[config.mk]
export PLATFORM = sky130hd
export DESIGN_NAME = mcit_core_seq
export DESIGN_NICKNAME = d
export VERILOG_FILES = /design/src/rtl/mcit_core_seq.v /design/src/rtl/mcit_decode.v /design/src/rtl/mcit_port.v
export VERILOG_INCLUDE_DIRS = /design/src /design/src/common
export SDC_FILE = /design/constraint.sdc
export NUM_CORES = 2
export LEC_CHECK = 0
export BUFFER_PORTS_ARGS = -buffer_cell sky130_fd_sc_hd__buf_2
export CORE_MARGIN = 3
export CORE_UTILIZATION = 55
export DETAILED_ROUTE_END_ITERATION = 12
export PLACE_DENSITY = 0.71
export SYNTH_ARGS = -nofsm -noshare
export SYNTH_HDL_FRONTEND = slang
export SYNTH_HIERARCHICAL = 1
export SYNTH_SLANG_ARGS = --single-unit
[constraint.sdc]
create_clock -name CLOCK -period 7.5 [get_ports CLOCK]
set_input_delay 1.125 -clock CLOCK [delete_from_list [all_inputs] [get_ports CLOCK]]
set_output_delay 1.125 -clock CLOCK [all_outputs]
set_load 0.05 [all_outputs]
[src/common/mcit_regs.vh]
// shared constants of the instruction sequencer and port read-modify-write block
`ifndef MCIT_REGS_VH
`define MCIT_REGS_VH

// instruction lengths in bytes
`define MCIT_LEN_1 2'd1
`define MCIT_LEN_2 2'd2
`define MCIT_LEN_3 2'd3

// instruction cycle counts
`define MCIT_CYC_1 4'd1
`define MCIT_CYC_2 4'd2
`define MCIT_CYC_3 4'd3
`define MCIT_CYC_4 4'd4
`define MCIT_CYC_9 4'd9

// code_byte_move: cycle that sends the table address out, cycle that catches the byte
`define MCIT_TABLE_ADDR_CYC 4'd1
`define MCIT_TABLE_DATA_CYC 4'd2

// reset values
`define MCIT_RESET_PC 16'h0000
`define MCIT_PORT_RESET 8'hff

// internal extended RAM address width: 256 bytes, nothing beyond
`define MCIT_XRAM_AW 8

// port byte address is 10pp_0000, port bit address is 10pp_0bbb
`define MCIT_PORT_SPACE 2'b10
`define MCIT_PORT_LOW 4'h0
`define MCIT_PORT_IDX_HI 5
`define MCIT_PORT_IDX_LO 4
`define MCIT_BIT_BYTE_FLAG 3

// opcodes handled inside the block
`define MCIT_OP_JSET_CLR 8'h10
`define MCIT_OP_JB 8'h20
`define MCIT_OP_JNB 8'h30
`define MCIT_OP_JC 8'h40
`define MCIT_OP_JNC 8'h50
`define MCIT_OP_JZ 8'h60
`define MCIT_OP_JNZ 8'h70
`define MCIT_OP_LONG_JUMP 8'h02
`define MCIT_OP_LONG_CALL 8'h12
`define MCIT_OP_RET 8'h22
`define MCIT_OP_RETI 8'h32
`define MCIT_OP_JMP_IND 8'h73
`define MCIT_OP_TABLE_PC 8'h83
`define MCIT_OP_TABLE_DP 8'h93
`define MCIT_OP_ORL_DA 8'h42
`define MCIT_OP_ORL_DI 8'h43
`define MCIT_OP_ANL_DA 8'h52
`define MCIT_OP_ANL_DI 8'h53
`define MCIT_OP_XRL_DA 8'h62
`define MCIT_OP_XRL_DI 8'h63
`define MCIT_OP_INC_D 8'h05
`define MCIT_OP_DEC_D 8'h15
`define MCIT_OP_DEC_BNZ_D 8'hd5
`define MCIT_OP_CMP_BNE_AD 8'hb5
`define MCIT_OP_ORL_CB 8'h72
`define MCIT_OP_ANL_CB 8'h82
`define MCIT_OP_ORL_CNB 8'ha0
`define MCIT_OP_ANL_CNB 8'hb0
`define MCIT_OP_MOV_BC 8'h92
`define MCIT_OP_MOV_CB 8'ha2
`define MCIT_OP_CPL_B 8'hb2
`define MCIT_OP_CLR_B 8'hc2
`define MCIT_OP_SETB_B 8'hd2

`endif

[src/rtl/mcit_core_seq.v]
// instruction fetch sequencer, extended RAM and port read-modify-write path
//
// Summary of operation
// - rotates on accumulator are one byte, one cycle
// - register moves one cycle, indirect moves two
// - two-byte transfers finish in two cycles
// - three-byte moves and pointer load take three
// - code_byte_move is one byte, four cycles
// - ext_ram_move is one byte, four cycles
// - ext_ram_move reaches only internal 256-byte RAM
// - push and pop take two bytes, two cycles
// - register exchange one cycle, others two cycles
// - addressed bit operations two cycles, carry-only one
// - bit to carry and back take two
// - indirect accumulator jump takes three cycles
// - two-byte branches take three cycles
// - three-byte branches take four cycles
// - plain port bit input samples the pin
// - read-modify-write on a port reads latch
// - fixed instruction set performs latch reads
// - bit writes merge into whole latch byte
// - jump_set_and_clear branches and clears set bit
`timescale 1ns/1ps
`include "mcit_regs.vh"

module mcit_core_seq (
  input wire CLOCK,
  input wire ARST_N,
  output reg [15:0] CODE_ADDR,
  input wire [7:0] CODE_DATA,
  input wire [7:0] ACC_IN,
  input wire CARRY_IN,
  input wire [15:0] DATA_POINTER_IN,
  input wire [7:0] REG_IND_IN,
  input wire COND_IN,
  input wire [15:0] RET_ADDR_IN,
  input wire [31:0] PORT_PIN_IN,
  input wire PORT_WR_EN,
  input wire [1:0] PORT_WR_SEL,
  input wire [7:0] PORT_WR_DATA,
  output wire [31:0] PORT_LATCH_OUT,
  output reg INSTR_START,
  output reg EXEC_DONE,
  output reg [7:0] EXEC_OPCODE,
  output reg [7:0] EXEC_OPERAND1,
  output reg [7:0] EXEC_OPERAND2,
  output reg BRANCH_TAKEN,
  output reg [7:0] PORT_RDATA,
  output reg ACC_LOAD,
  output reg [7:0] ACC_VALUE,
  output reg CARRY_LOAD,
  output reg CARRY_VALUE
);

  localparam NUM_PORTS = 4;

  // ********************************************************
  // sequencing state
  // ********************************************************
  reg [3:0] cnt;
  reg [7:0] op_reg;
  reg [7:0] arg1;
  reg [7:0] arg2;
  reg [15:0] ins_addr;
  reg [7:0] xram [0:(1 << `MCIT_XRAM_AW) - 1];

  wire [1:0] length;
  wire [3:0] cycles;
  wire is_branch;
  wire always_taken;

  // bytes still arriving are taken straight off the code bus
  wire [7:0] cur_op = (cnt == 4'd0) ? CODE_DATA : op_reg;
  wire [7:0] cur_arg1 = (cnt == 4'd1) ? CODE_DATA : arg1;
  wire [7:0] cur_arg2 = (cnt == 4'd2) ? CODE_DATA : arg2;
  wire [15:0] cur_ins = (cnt == 4'd0) ? CODE_ADDR : ins_addr;
  wire [15:0] pc_next = cur_ins + {14'd0, length};
  wire last = ((cnt + 4'd1) == cycles);

  mcit_decode u_decode (
    .opcode(cur_op),
    .length(length),
    .cycles(cycles),
    .is_branch(is_branch),
    .always_taken(always_taken)
  );

  // ********************************************************
  // port selection
  // ********************************************************
  wire [1:0] port_idx = cur_arg1[`MCIT_PORT_IDX_HI:`MCIT_PORT_IDX_LO];
  wire dir_port = (cur_arg1[7:6] == `MCIT_PORT_SPACE) && (cur_arg1[3:0] == `MCIT_PORT_LOW);
  wire bit_port = (cur_arg1[7:6] == `MCIT_PORT_SPACE) && !cur_arg1[`MCIT_BIT_BYTE_FLAG];
  wire [7:0] latch_byte = PORT_LATCH_OUT[{port_idx, 3'b000} +: 8];
  wire [7:0] pin_byte = PORT_PIN_IN[{port_idx, 3'b000} +: 8];
  wire latch_bit = PORT_LATCH_OUT[{port_idx, cur_arg1[2:0]}];
  wire pin_bit = PORT_PIN_IN[{port_idx, cur_arg1[2:0]}];

  // ********************************************************
  // read-modify-write on port bytes and bits
  // ********************************************************
  reg rmw_byte;
  reg [7:0] rmw_data;
  reg rmw_bit;
  reg rmw_value;

  always @* begin
    rmw_byte = 1'b1;
    rmw_data = latch_byte;
    case (cur_op)
      `MCIT_OP_ORL_DA: rmw_data = latch_byte | ACC_IN;
      `MCIT_OP_ORL_DI: rmw_data = latch_byte | cur_arg2;
      `MCIT_OP_ANL_DA: rmw_data = latch_byte & ACC_IN;
      `MCIT_OP_ANL_DI: rmw_data = latch_byte & cur_arg2;
      `MCIT_OP_XRL_DA: rmw_data = latch_byte ^ ACC_IN;
      `MCIT_OP_XRL_DI: rmw_data = latch_byte ^ cur_arg2;
      `MCIT_OP_INC_D: rmw_data = latch_byte + 8'h01;
      `MCIT_OP_DEC_D, `MCIT_OP_DEC_BNZ_D: rmw_data = latch_byte - 8'h01;
      default: rmw_byte = 1'b0;
    endcase
  end

  always @* begin
    rmw_bit = 1'b1;
    rmw_value = 1'b0;
    case (cur_op)
      `MCIT_OP_CLR_B: rmw_value = 1'b0;
      `MCIT_OP_SETB_B: rmw_value = 1'b1;
      `MCIT_OP_CPL_B: rmw_value = ~latch_bit;
      `MCIT_OP_MOV_BC: rmw_value = CARRY_IN;
      `MCIT_OP_JSET_CLR: rmw_bit = latch_bit;
      default: rmw_bit = 1'b0;
    endcase
  end

  wire do_byte = last && dir_port && rmw_byte;
  wire do_bit = last && bit_port && rmw_bit;

  genvar gi;
  generate
    for (gi = 0; gi < NUM_PORTS; gi = gi + 1) begin : g_port
      // the instruction's own update wins over a core write to the same port
      wire own_byte = do_byte && (port_idx == gi);
      wire own_bit = do_bit && (port_idx == gi);
      wire core_byte = PORT_WR_EN && (PORT_WR_SEL == gi) && !own_bit;
      mcit_port u_port (
        .clock(CLOCK),
        .arst_n(ARST_N),
        .byte_we(own_byte || core_byte),
        .byte_data(own_byte ? rmw_data : PORT_WR_DATA),
        .bit_we(own_bit),
        .bit_sel(cur_arg1[2:0]),
        .bit_value(rmw_value),
        .latch(PORT_LATCH_OUT[gi * 8 +: 8])
      );
    end
  endgenerate

  // ********************************************************
  // branch decision and target
  // ********************************************************
  reg taken;
  reg [15:0] target;
  wire [7:0] rel = (length == `MCIT_LEN_3) ? cur_arg2 : cur_arg1;
  wire [15:0] rel_target = pc_next + {{8{rel[7]}}, rel};

  always @* begin
    taken = COND_IN;
    case (cur_op)
      `MCIT_OP_JC: taken = CARRY_IN;
      `MCIT_OP_JNC: taken = ~CARRY_IN;
      `MCIT_OP_JZ: taken = (ACC_IN == 8'h00);
      `MCIT_OP_JNZ: taken = (ACC_IN != 8'h00);
      `MCIT_OP_JB: taken = bit_port ? pin_bit : COND_IN;
      `MCIT_OP_JNB: taken = bit_port ? ~pin_bit : COND_IN;
      `MCIT_OP_JSET_CLR: taken = bit_port ? latch_bit : COND_IN;
      `MCIT_OP_DEC_BNZ_D: taken = dir_port ? (latch_byte != 8'h01) : COND_IN;
      `MCIT_OP_CMP_BNE_AD: taken = dir_port ? (ACC_IN != pin_byte) : COND_IN;
      default: taken = COND_IN;
    endcase
    if (always_taken) begin
      taken = 1'b1;
    end
  end

  always @* begin
    target = rel_target;
    if (cur_op[3:0] == 4'h1) begin
      target = {pc_next[15:11], cur_op[7:5], cur_arg1};
    end else if (cur_op == `MCIT_OP_LONG_JUMP || cur_op == `MCIT_OP_LONG_CALL) begin
      target = {cur_arg1, cur_arg2};
    end else if (cur_op == `MCIT_OP_JMP_IND) begin
      target = DATA_POINTER_IN + {8'h00, ACC_IN};
    end else if (cur_op == `MCIT_OP_RET || cur_op == `MCIT_OP_RETI) begin
      target = RET_ADDR_IN;
    end
  end

  // ********************************************************
  // extended RAM, code table reads, carry from port bits
  // ********************************************************
  // e0/e2/e3 read, f0/f2/f3 write; e1/f1 are absolute jumps
  wire is_xmove = (cur_op[7:5] == 3'b111) && (cur_op[3:2] == 2'b00) && (cur_op[1:0] != 2'b01);
  // only the low address byte is used: no external cycle exists at all
  wire [7:0] xaddr = cur_op[1] ? REG_IND_IN : DATA_POINTER_IN[7:0];
  wire is_table = (cur_op == `MCIT_OP_TABLE_PC) || (cur_op == `MCIT_OP_TABLE_DP);
  wire [15:0] table_base = (cur_op == `MCIT_OP_TABLE_PC) ? pc_next : DATA_POINTER_IN;

  reg carry_hit;
  reg carry_bit;

  always @* begin
    carry_hit = bit_port;
    carry_bit = CARRY_IN;
    case (cur_op)
      `MCIT_OP_MOV_CB: carry_bit = pin_bit;
      `MCIT_OP_ANL_CB: carry_bit = CARRY_IN & pin_bit;
      `MCIT_OP_ANL_CNB: carry_bit = CARRY_IN & ~pin_bit;
      `MCIT_OP_ORL_CB: carry_bit = CARRY_IN | pin_bit;
      `MCIT_OP_ORL_CNB: carry_bit = CARRY_IN | ~pin_bit;
      default: carry_hit = 1'b0;
    endcase
  end

  always @(posedge CLOCK) begin
    if (last && is_xmove && cur_op[4]) begin
      xram[xaddr] <= ACC_IN;
    end
  end

  // ********************************************************
  // next fetch address and cycle count
  // ********************************************************
  reg [3:0] next_cnt;
  reg [15:0] next_code_addr;

  always @* begin
    next_cnt = cnt + 4'd1;
    next_code_addr = CODE_ADDR + 16'd1;
    if (last) begin
      // the next opcode is fetched only once all counted cycles are spent
      next_cnt = 4'd0;
      next_code_addr = (is_branch && taken) ? target : pc_next;
    end else if (is_table && cnt == `MCIT_TABLE_ADDR_CYC) begin
      next_code_addr = table_base + {8'h00, ACC_IN};
    end else if ((cnt + 4'd1) >= {2'b00, length}) begin
      next_code_addr = pc_next;
    end
  end

  always @(posedge CLOCK or negedge ARST_N) begin
    if (!ARST_N) begin
      cnt <= 4'd0;
      op_reg <= 8'h00;
      arg1 <= 8'h00;
      arg2 <= 8'h00;
      ins_addr <= `MCIT_RESET_PC;
      CODE_ADDR <= `MCIT_RESET_PC;
      INSTR_START <= 1'b1;
      EXEC_DONE <= 1'b0;
      EXEC_OPCODE <= 8'h00;
      EXEC_OPERAND1 <= 8'h00;
      EXEC_OPERAND2 <= 8'h00;
      BRANCH_TAKEN <= 1'b0;
      PORT_RDATA <= 8'h00;
      ACC_LOAD <= 1'b0;
      ACC_VALUE <= 8'h00;
      CARRY_LOAD <= 1'b0;
      CARRY_VALUE <= 1'b0;
    end else begin
      cnt <= next_cnt;
      CODE_ADDR <= next_code_addr;
      INSTR_START <= (next_cnt == 4'd0);
      if (cnt == 4'd0) begin
        op_reg <= CODE_DATA;
        ins_addr <= CODE_ADDR;
      end
      if (cnt == 4'd1) begin
        arg1 <= CODE_DATA;
      end
      // for code_byte_move this cycle returns the table byte
      if (cnt == `MCIT_TABLE_DATA_CYC) begin
        arg2 <= CODE_DATA;
      end
      EXEC_DONE <= last;
      ACC_LOAD <= last && ((is_xmove && !cur_op[4]) || is_table);
      CARRY_LOAD <= last && carry_hit;
      if (last) begin
        EXEC_OPCODE <= cur_op;
        EXEC_OPERAND1 <= cur_arg1;
        EXEC_OPERAND2 <= cur_arg2;
        BRANCH_TAKEN <= is_branch && taken;
        // modifying instructions see the latch, plain reads see the pins
        PORT_RDATA <= dir_port ? (rmw_byte ? latch_byte : pin_byte) : 8'h00;
        ACC_VALUE <= is_table ? arg2 : xram[xaddr];
        CARRY_VALUE <= carry_bit;
      end
    end
  end

endmodule

[src/rtl/mcit_decode.v]
// opcode decoder: length, cycle count and branch class of every opcode
`timescale 1ns/1ps
`include "mcit_regs.vh"

module mcit_decode (
  input wire [7:0] opcode,
  output reg [1:0] length,
  output reg [3:0] cycles,
  output reg is_branch,
  output reg always_taken
);

  always @* begin
    length = `MCIT_LEN_1;
    cycles = `MCIT_CYC_1;
    is_branch = 1'b0;
    always_taken = 1'b0;
    case (opcode[3:0])
      4'h0: begin
        case (opcode[7:4])
          4'h0: length = `MCIT_LEN_1;
          4'h1, 4'h2, 4'h3: begin
            length = `MCIT_LEN_3; cycles = `MCIT_CYC_4; is_branch = 1'b1;
          end
          4'h4, 4'h5, 4'h6, 4'h7: begin
            length = `MCIT_LEN_2; cycles = `MCIT_CYC_3; is_branch = 1'b1;
          end
          4'h8: begin
            length = `MCIT_LEN_2; cycles = `MCIT_CYC_3; is_branch = 1'b1; always_taken = 1'b1;
          end
          4'h9: begin
            length = `MCIT_LEN_3; cycles = `MCIT_CYC_3;
          end
          4'ha, 4'hb, 4'hc, 4'hd: begin
            length = `MCIT_LEN_2; cycles = `MCIT_CYC_2;
          end
          default: cycles = `MCIT_CYC_4;
        endcase
      end
      4'h1: begin
        length = `MCIT_LEN_2; cycles = `MCIT_CYC_3; is_branch = 1'b1; always_taken = 1'b1;
      end
      4'h2: begin
        case (opcode[7:4])
          4'h0, 4'h1: begin
            length = `MCIT_LEN_3; cycles = `MCIT_CYC_4; is_branch = 1'b1; always_taken = 1'b1;
          end
          4'h2, 4'h3: begin
            cycles = `MCIT_CYC_4; is_branch = 1'b1; always_taken = 1'b1;
          end
          4'he, 4'hf: cycles = `MCIT_CYC_4;
          default: begin
            length = `MCIT_LEN_2; cycles = `MCIT_CYC_2;
          end
        endcase
      end
      4'h3: begin
        case (opcode[7:4])
          4'h4, 4'h5, 4'h6: begin
            length = `MCIT_LEN_3; cycles = `MCIT_CYC_3;
          end
          4'h7: begin
            cycles = `MCIT_CYC_3; is_branch = 1'b1; always_taken = 1'b1;
          end
          4'h8, 4'h9, 4'he, 4'hf: cycles = `MCIT_CYC_4;
          4'ha: cycles = `MCIT_CYC_3;
          default: cycles = `MCIT_CYC_1;
        endcase
      end
      4'h4: begin
        case (opcode[7:4])
          4'h0, 4'h1, 4'hc, 4'he, 4'hf: cycles = `MCIT_CYC_1;
          4'h8, 4'ha: cycles = `MCIT_CYC_9;
          4'hb: begin
            length = `MCIT_LEN_3; cycles = `MCIT_CYC_4; is_branch = 1'b1;
          end
          4'hd: cycles = `MCIT_CYC_2;
          default: begin
            length = `MCIT_LEN_2; cycles = `MCIT_CYC_2;
          end
        endcase
      end
      4'h5: begin
        case (opcode[7:4])
          4'h7, 4'h8: begin
            length = `MCIT_LEN_3; cycles = `MCIT_CYC_3;
          end
          4'hb, 4'hd: begin
            length = `MCIT_LEN_3; cycles = `MCIT_CYC_4; is_branch = 1'b1;
          end
          4'ha: cycles = `MCIT_CYC_1;
          default: begin
            length = `MCIT_LEN_2; cycles = `MCIT_CYC_2;
          end
        endcase
      end
      4'h6, 4'h7: begin
        case (opcode[7:4])
          4'h7, 4'h8, 4'ha: begin
            length = `MCIT_LEN_2; cycles = `MCIT_CYC_2;
          end
          4'hb: begin
            length = `MCIT_LEN_3; cycles = `MCIT_CYC_4; is_branch = 1'b1;
          end
          default: cycles = `MCIT_CYC_2;
        endcase
      end
      default: begin
        case (opcode[7:4])
          4'h7, 4'h8, 4'ha: begin
            length = `MCIT_LEN_2; cycles = `MCIT_CYC_2;
          end
          4'hb: begin
            length = `MCIT_LEN_3; cycles = `MCIT_CYC_4; is_branch = 1'b1;
          end
          4'hd: begin
            length = `MCIT_LEN_2; cycles = `MCIT_CYC_3; is_branch = 1'b1;
          end
          default: cycles = `MCIT_CYC_1;
        endcase
      end
    endcase
  end

endmodule

[src/rtl/mcit_port.v]
// one 8-bit port output latch with byte write and read-merge-write bit update
`timescale 1ns/1ps
`include "mcit_regs.vh"

module mcit_port (
  input wire clock,
  input wire arst_n,
  input wire byte_we,
  input wire [7:0] byte_data,
  input wire bit_we,
  input wire [2:0] bit_sel,
  input wire bit_value,
  output reg [7:0] latch
);

  reg [7:0] merged;

  // whole latch byte read, one bit altered, all eight written back
  always @* begin
    merged = latch;
    merged[bit_sel] = bit_value;
  end

  always @(posedge clock or negedge arst_n) begin
    if (!arst_n) begin
      latch <= `MCIT_PORT_RESET;
    end else if (byte_we) begin
      latch <= byte_data;
    end else if (bit_we) begin
      latch <= merged;
    end
  end

endmodule

==> reports/qor.yml <==
status:
  status: "finished, final reports clean"
global_routing:
  grt_max_degree: 162
  top_usage_layer: "met2"
  grt_use_met2_pct: 46.6
  grt_pass1_vias: 56300
  use_met3_pct: 6.92
  antenna_found_initial: 17
  grt.total_usage_pct: 30.9
  grt_pass1_wl_um: 386000
  grt_use_met1_pct: 44.1
  grt-ovfl-total: 0
routing:
  wl_per_cell_um: 30.8
  via_count: 59200
  drt-total-wl_um: 266000
  drt_pass1_iterations: 6
  antenna_left: 0
  drc: 0
  drt_iter0_markers: 8760
  via_per_inst: 6.86
power:
  p_switching_mw: 14.9
  p_comb_share_pct: 37.3
  swShare_pct: 37.7
  p_leak_nw: 32.7
  power_frac_clock_pct: 27.1
  power_density_mw_per_mm2: 391
  ir_worst_vdd_uv: 314
  p_int_mw: 24.6
  pwr-share-seq_pct: 35.6
worst_hold_path:
  hold_path_class: "primary input to async pin"
setup_path:
  worstPathArrival_ns: 7.62
  worstPathMaxFanout: 12
  crit_buf_inv: 4
  critical_path.endpoint_type: "flip-flop"
  crit_path_frequent_cell: "ha_1"
  worst_ep_required_time_ns: 8.23
  cp_slowest_stage_delay_ns: 0.52
  crit_slowest_cell: "a2111oi_0"
  cp-start-kind: "flip-flop"
  path_class: "flip-flop to flip-flop"
  crit_family: "simple AND/OR/NAND/NOR gates"
logic_synthesis:
  syn_area_per_cell_um2: 14.7
  synthFlopType: "edfxtp_1"
  synth_top_area_share_pct: 68.4
  ys_ff_latch: 2186
  synth-edff-count: 2048
  synth_cell_types: 101
  async_reset_ff_share_pct: 6.31
  netlist_area_mm2: 0.0899
  yosys_warnings: 6
  yosysSeqAreaShare_pct: 72.3
  synth_nets: 6276
  synth_top_area_cell: "edfxtp_1"
  ys_top_cells_by_area: "edfxtp_1, a22oi_1, dfrtp_1"
  syn_inst: 6124
placed_design:
  port_buffers: 196
  pre_cts_slack_ns: 0.263
  gp_congestion: 0.950
  place_area_mm2: 0.0938
  place_inst: 8227
  dp_hpwl_um: 162000
finish:
  syn_to_final_growth_pct: 12.1
  postLayoutCellArea_mm2: 0.101
  top_register: "xram"
  drive_above_1_share_pct: 12.9
  layout_commonest_cell: "edfxtp_1"
  final_cell_mix: "edfxtp_1, a22oi_1, a21oi_1, nor2_1, nand2_1"
  fin_nets: 6435
  fin_cells: 8628
  fillers: 11700
  largest_reg_flops: 2048
  final_core_util_pct: 62.4
  reg_top3: "xram: 2048 flops, g_port.u_port/latch: 32 flops"
floorplanning:
  core_mm2: 0.161
  die_y_um: 410
  die_w_um: 410
  die-area_mm2: 0.168
  start_util_pct: 55.7
  pin_count: 197
  core.rowCount: 147
sta:
  slew_viol_final: 0
  period_share_pct: 91.8
  clock_skew_ns: 0.0443
  finalHoldViolations: 0
  rsz0062_at_grt: "false"
  finalWorstSetupSlack_ns: 0.616
  setup_viol: 0
  tightest_slew_ns: 1.39
  period_needed_ns: 6.88
  fmax_mhz: 145
  fin_setup_tns_ns: 0
  maxSlewHeadroom_pct: 7.12
clock_tree:
  cts_root_buffer: "clkbuf_16"
  cts_sinks: 2186
  cts.path.max_buffers: 3
  numCtsBuffers: 210
  clk_pin_slew_ns: 0.07
  htreeDepth: 4
  clk_latency_ns: 0.85
  cts_tree: "yes"
job:
  maxCapViolCount: 0
==> layout make-up <==
class                           instances  area, um2  area share (%)
Clock inverter                        139       1480            1.47
Timing Repair Buffer                  383       2780            2.76
Sequential cell                      2186      65000            64.5
Inverter                               65        250           0.248
Multi-Input combinational cell       3437      23100            22.9
Clock buffer                          253       5500            5.45
Tap cell                             2160       2700            2.68
Antenna cell                            5       12.5          0.0124
==> per-stage QoR <==
step | hold WS, ns | total power, mW
4_1_cts | 0.316 | 39.2
3_3_place_gp | 0.457 | 28.6
6_report | 0.335 | 39.4
5_1_grt | 0.362 | 40.9
3_5_place_dp | 0.465 | 28.6
2_1_floorplan | 0.458 | 23.5
==> layer usage <==
metal	share of wire (%)	vias up
met5	0.017	-
met3	11	588
met4	4.1	8
li1	-	25100
met2	46	3919
met1	39	29600
==> logic make-up after synthesis <==
| group | share of synthesized area [%] |
|---|---|
| AO/OA/AOI/OAI | 15.9 |
| buffers and inverters | 2.28 |
| multiplexers | 2.43 |
| AND/OR/NAND/NOR | 5.61 |
| XOR/XNOR | 0.779 |
| flip-flops | 72.3 |
| adder cells (fa/ha/maj) | 0.715 |
==> path summary, 6_finish.rpt <==
| path | start | endpoint | slack (ns) | depth (start not counted) |
|---|---|---|---|---|
| worst max-delay path | cnt[0]$_DFF_PN0_ | CODE_ADDR[15]$_DFF_PN0_ | 0.62 | 25 |
| worst min-delay path | ARST_N | CODE_ADDR[14]$_DFF_PN0_ | 0.33 | 1 |
| worst max register to register | cnt[0]$_DFF_PN0_ | CODE_ADDR[15]$_DFF_PN0_ | 0.62 | 25 |
| worst min register to register | EXEC_OPERAND2[7]$_DFFE_PN0P_ | EXEC_OPERAND2[7]$_DFFE_PN0P_ | 0.47 | 2 |
| max in group asynchronous | ARST_N | arg1[4]$_DFF_PN0_ | 5.72 | 2 |
| min in group CLOCK | EXEC_OPERAND2[7]$_DFFE_PN0P_ | EXEC_OPERAND2[7]$_DFFE_PN0P_ | 0.47 | 2 |
==> repair_timing <==
action / CTS / global route
resized for setup: 0 / 2
endpoints found under the setup margin: 0 / 3
hold buffers: 0 / 0
setup buffers: 0 / 4
==> synthesized netlist by cell type (8+ instances only) <==
library cell and count:
mux2_2 11, nand3b_1 11, buf_2 42, a21oi_1 378, o21ai_0 226, nand4b_1 16, dfrtp_1 105, a31oi_1 37
xor2_1 27, o21ai_1 20, o31ai_1 16, nand3_1 79, edfxtp_1 2048, and2_1 16, nand2b_1 19, dfstp_2 33
xnor2_1 53, clkbuf_1 311, o221ai_1 8, nor4_1 68, o211ai_1 33, buf_1 62, a221oi_1 218, nand4_1 30
and4bb_1 8, ha_1 45, and3_1 19, a22oi_1 602, a21o_1 11, a22o_1 223, or3_1 15, mux2i_1 192
o22ai_1 142, nor2_1 375, nor3_1 34, o41ai_1 24, a211oi_1 26, nor2b_1 10, nand2_1 301, o21a_1 8
buf_6 9, inv_1 55
==> power by group through the flow <==
| stage | registers [mW] | clock network, mW | logic (mW) |
|---|---|---|---|
| final | 14.0 | 10.7 | 14.7 |
| after global routing | 14.0 | 11.3 | 15.6 |
| after CTS | 14.0 | 10.8 | 14.4 |
| after detailed placement | 14.3 | 0 | 14.4 |
| after global placement | 14.3 | 0 | 14.3 |
| after floorplan | 14.7 | 0 | 8.88 |
No activity file was read; power rests on OpenSTA's default activity.
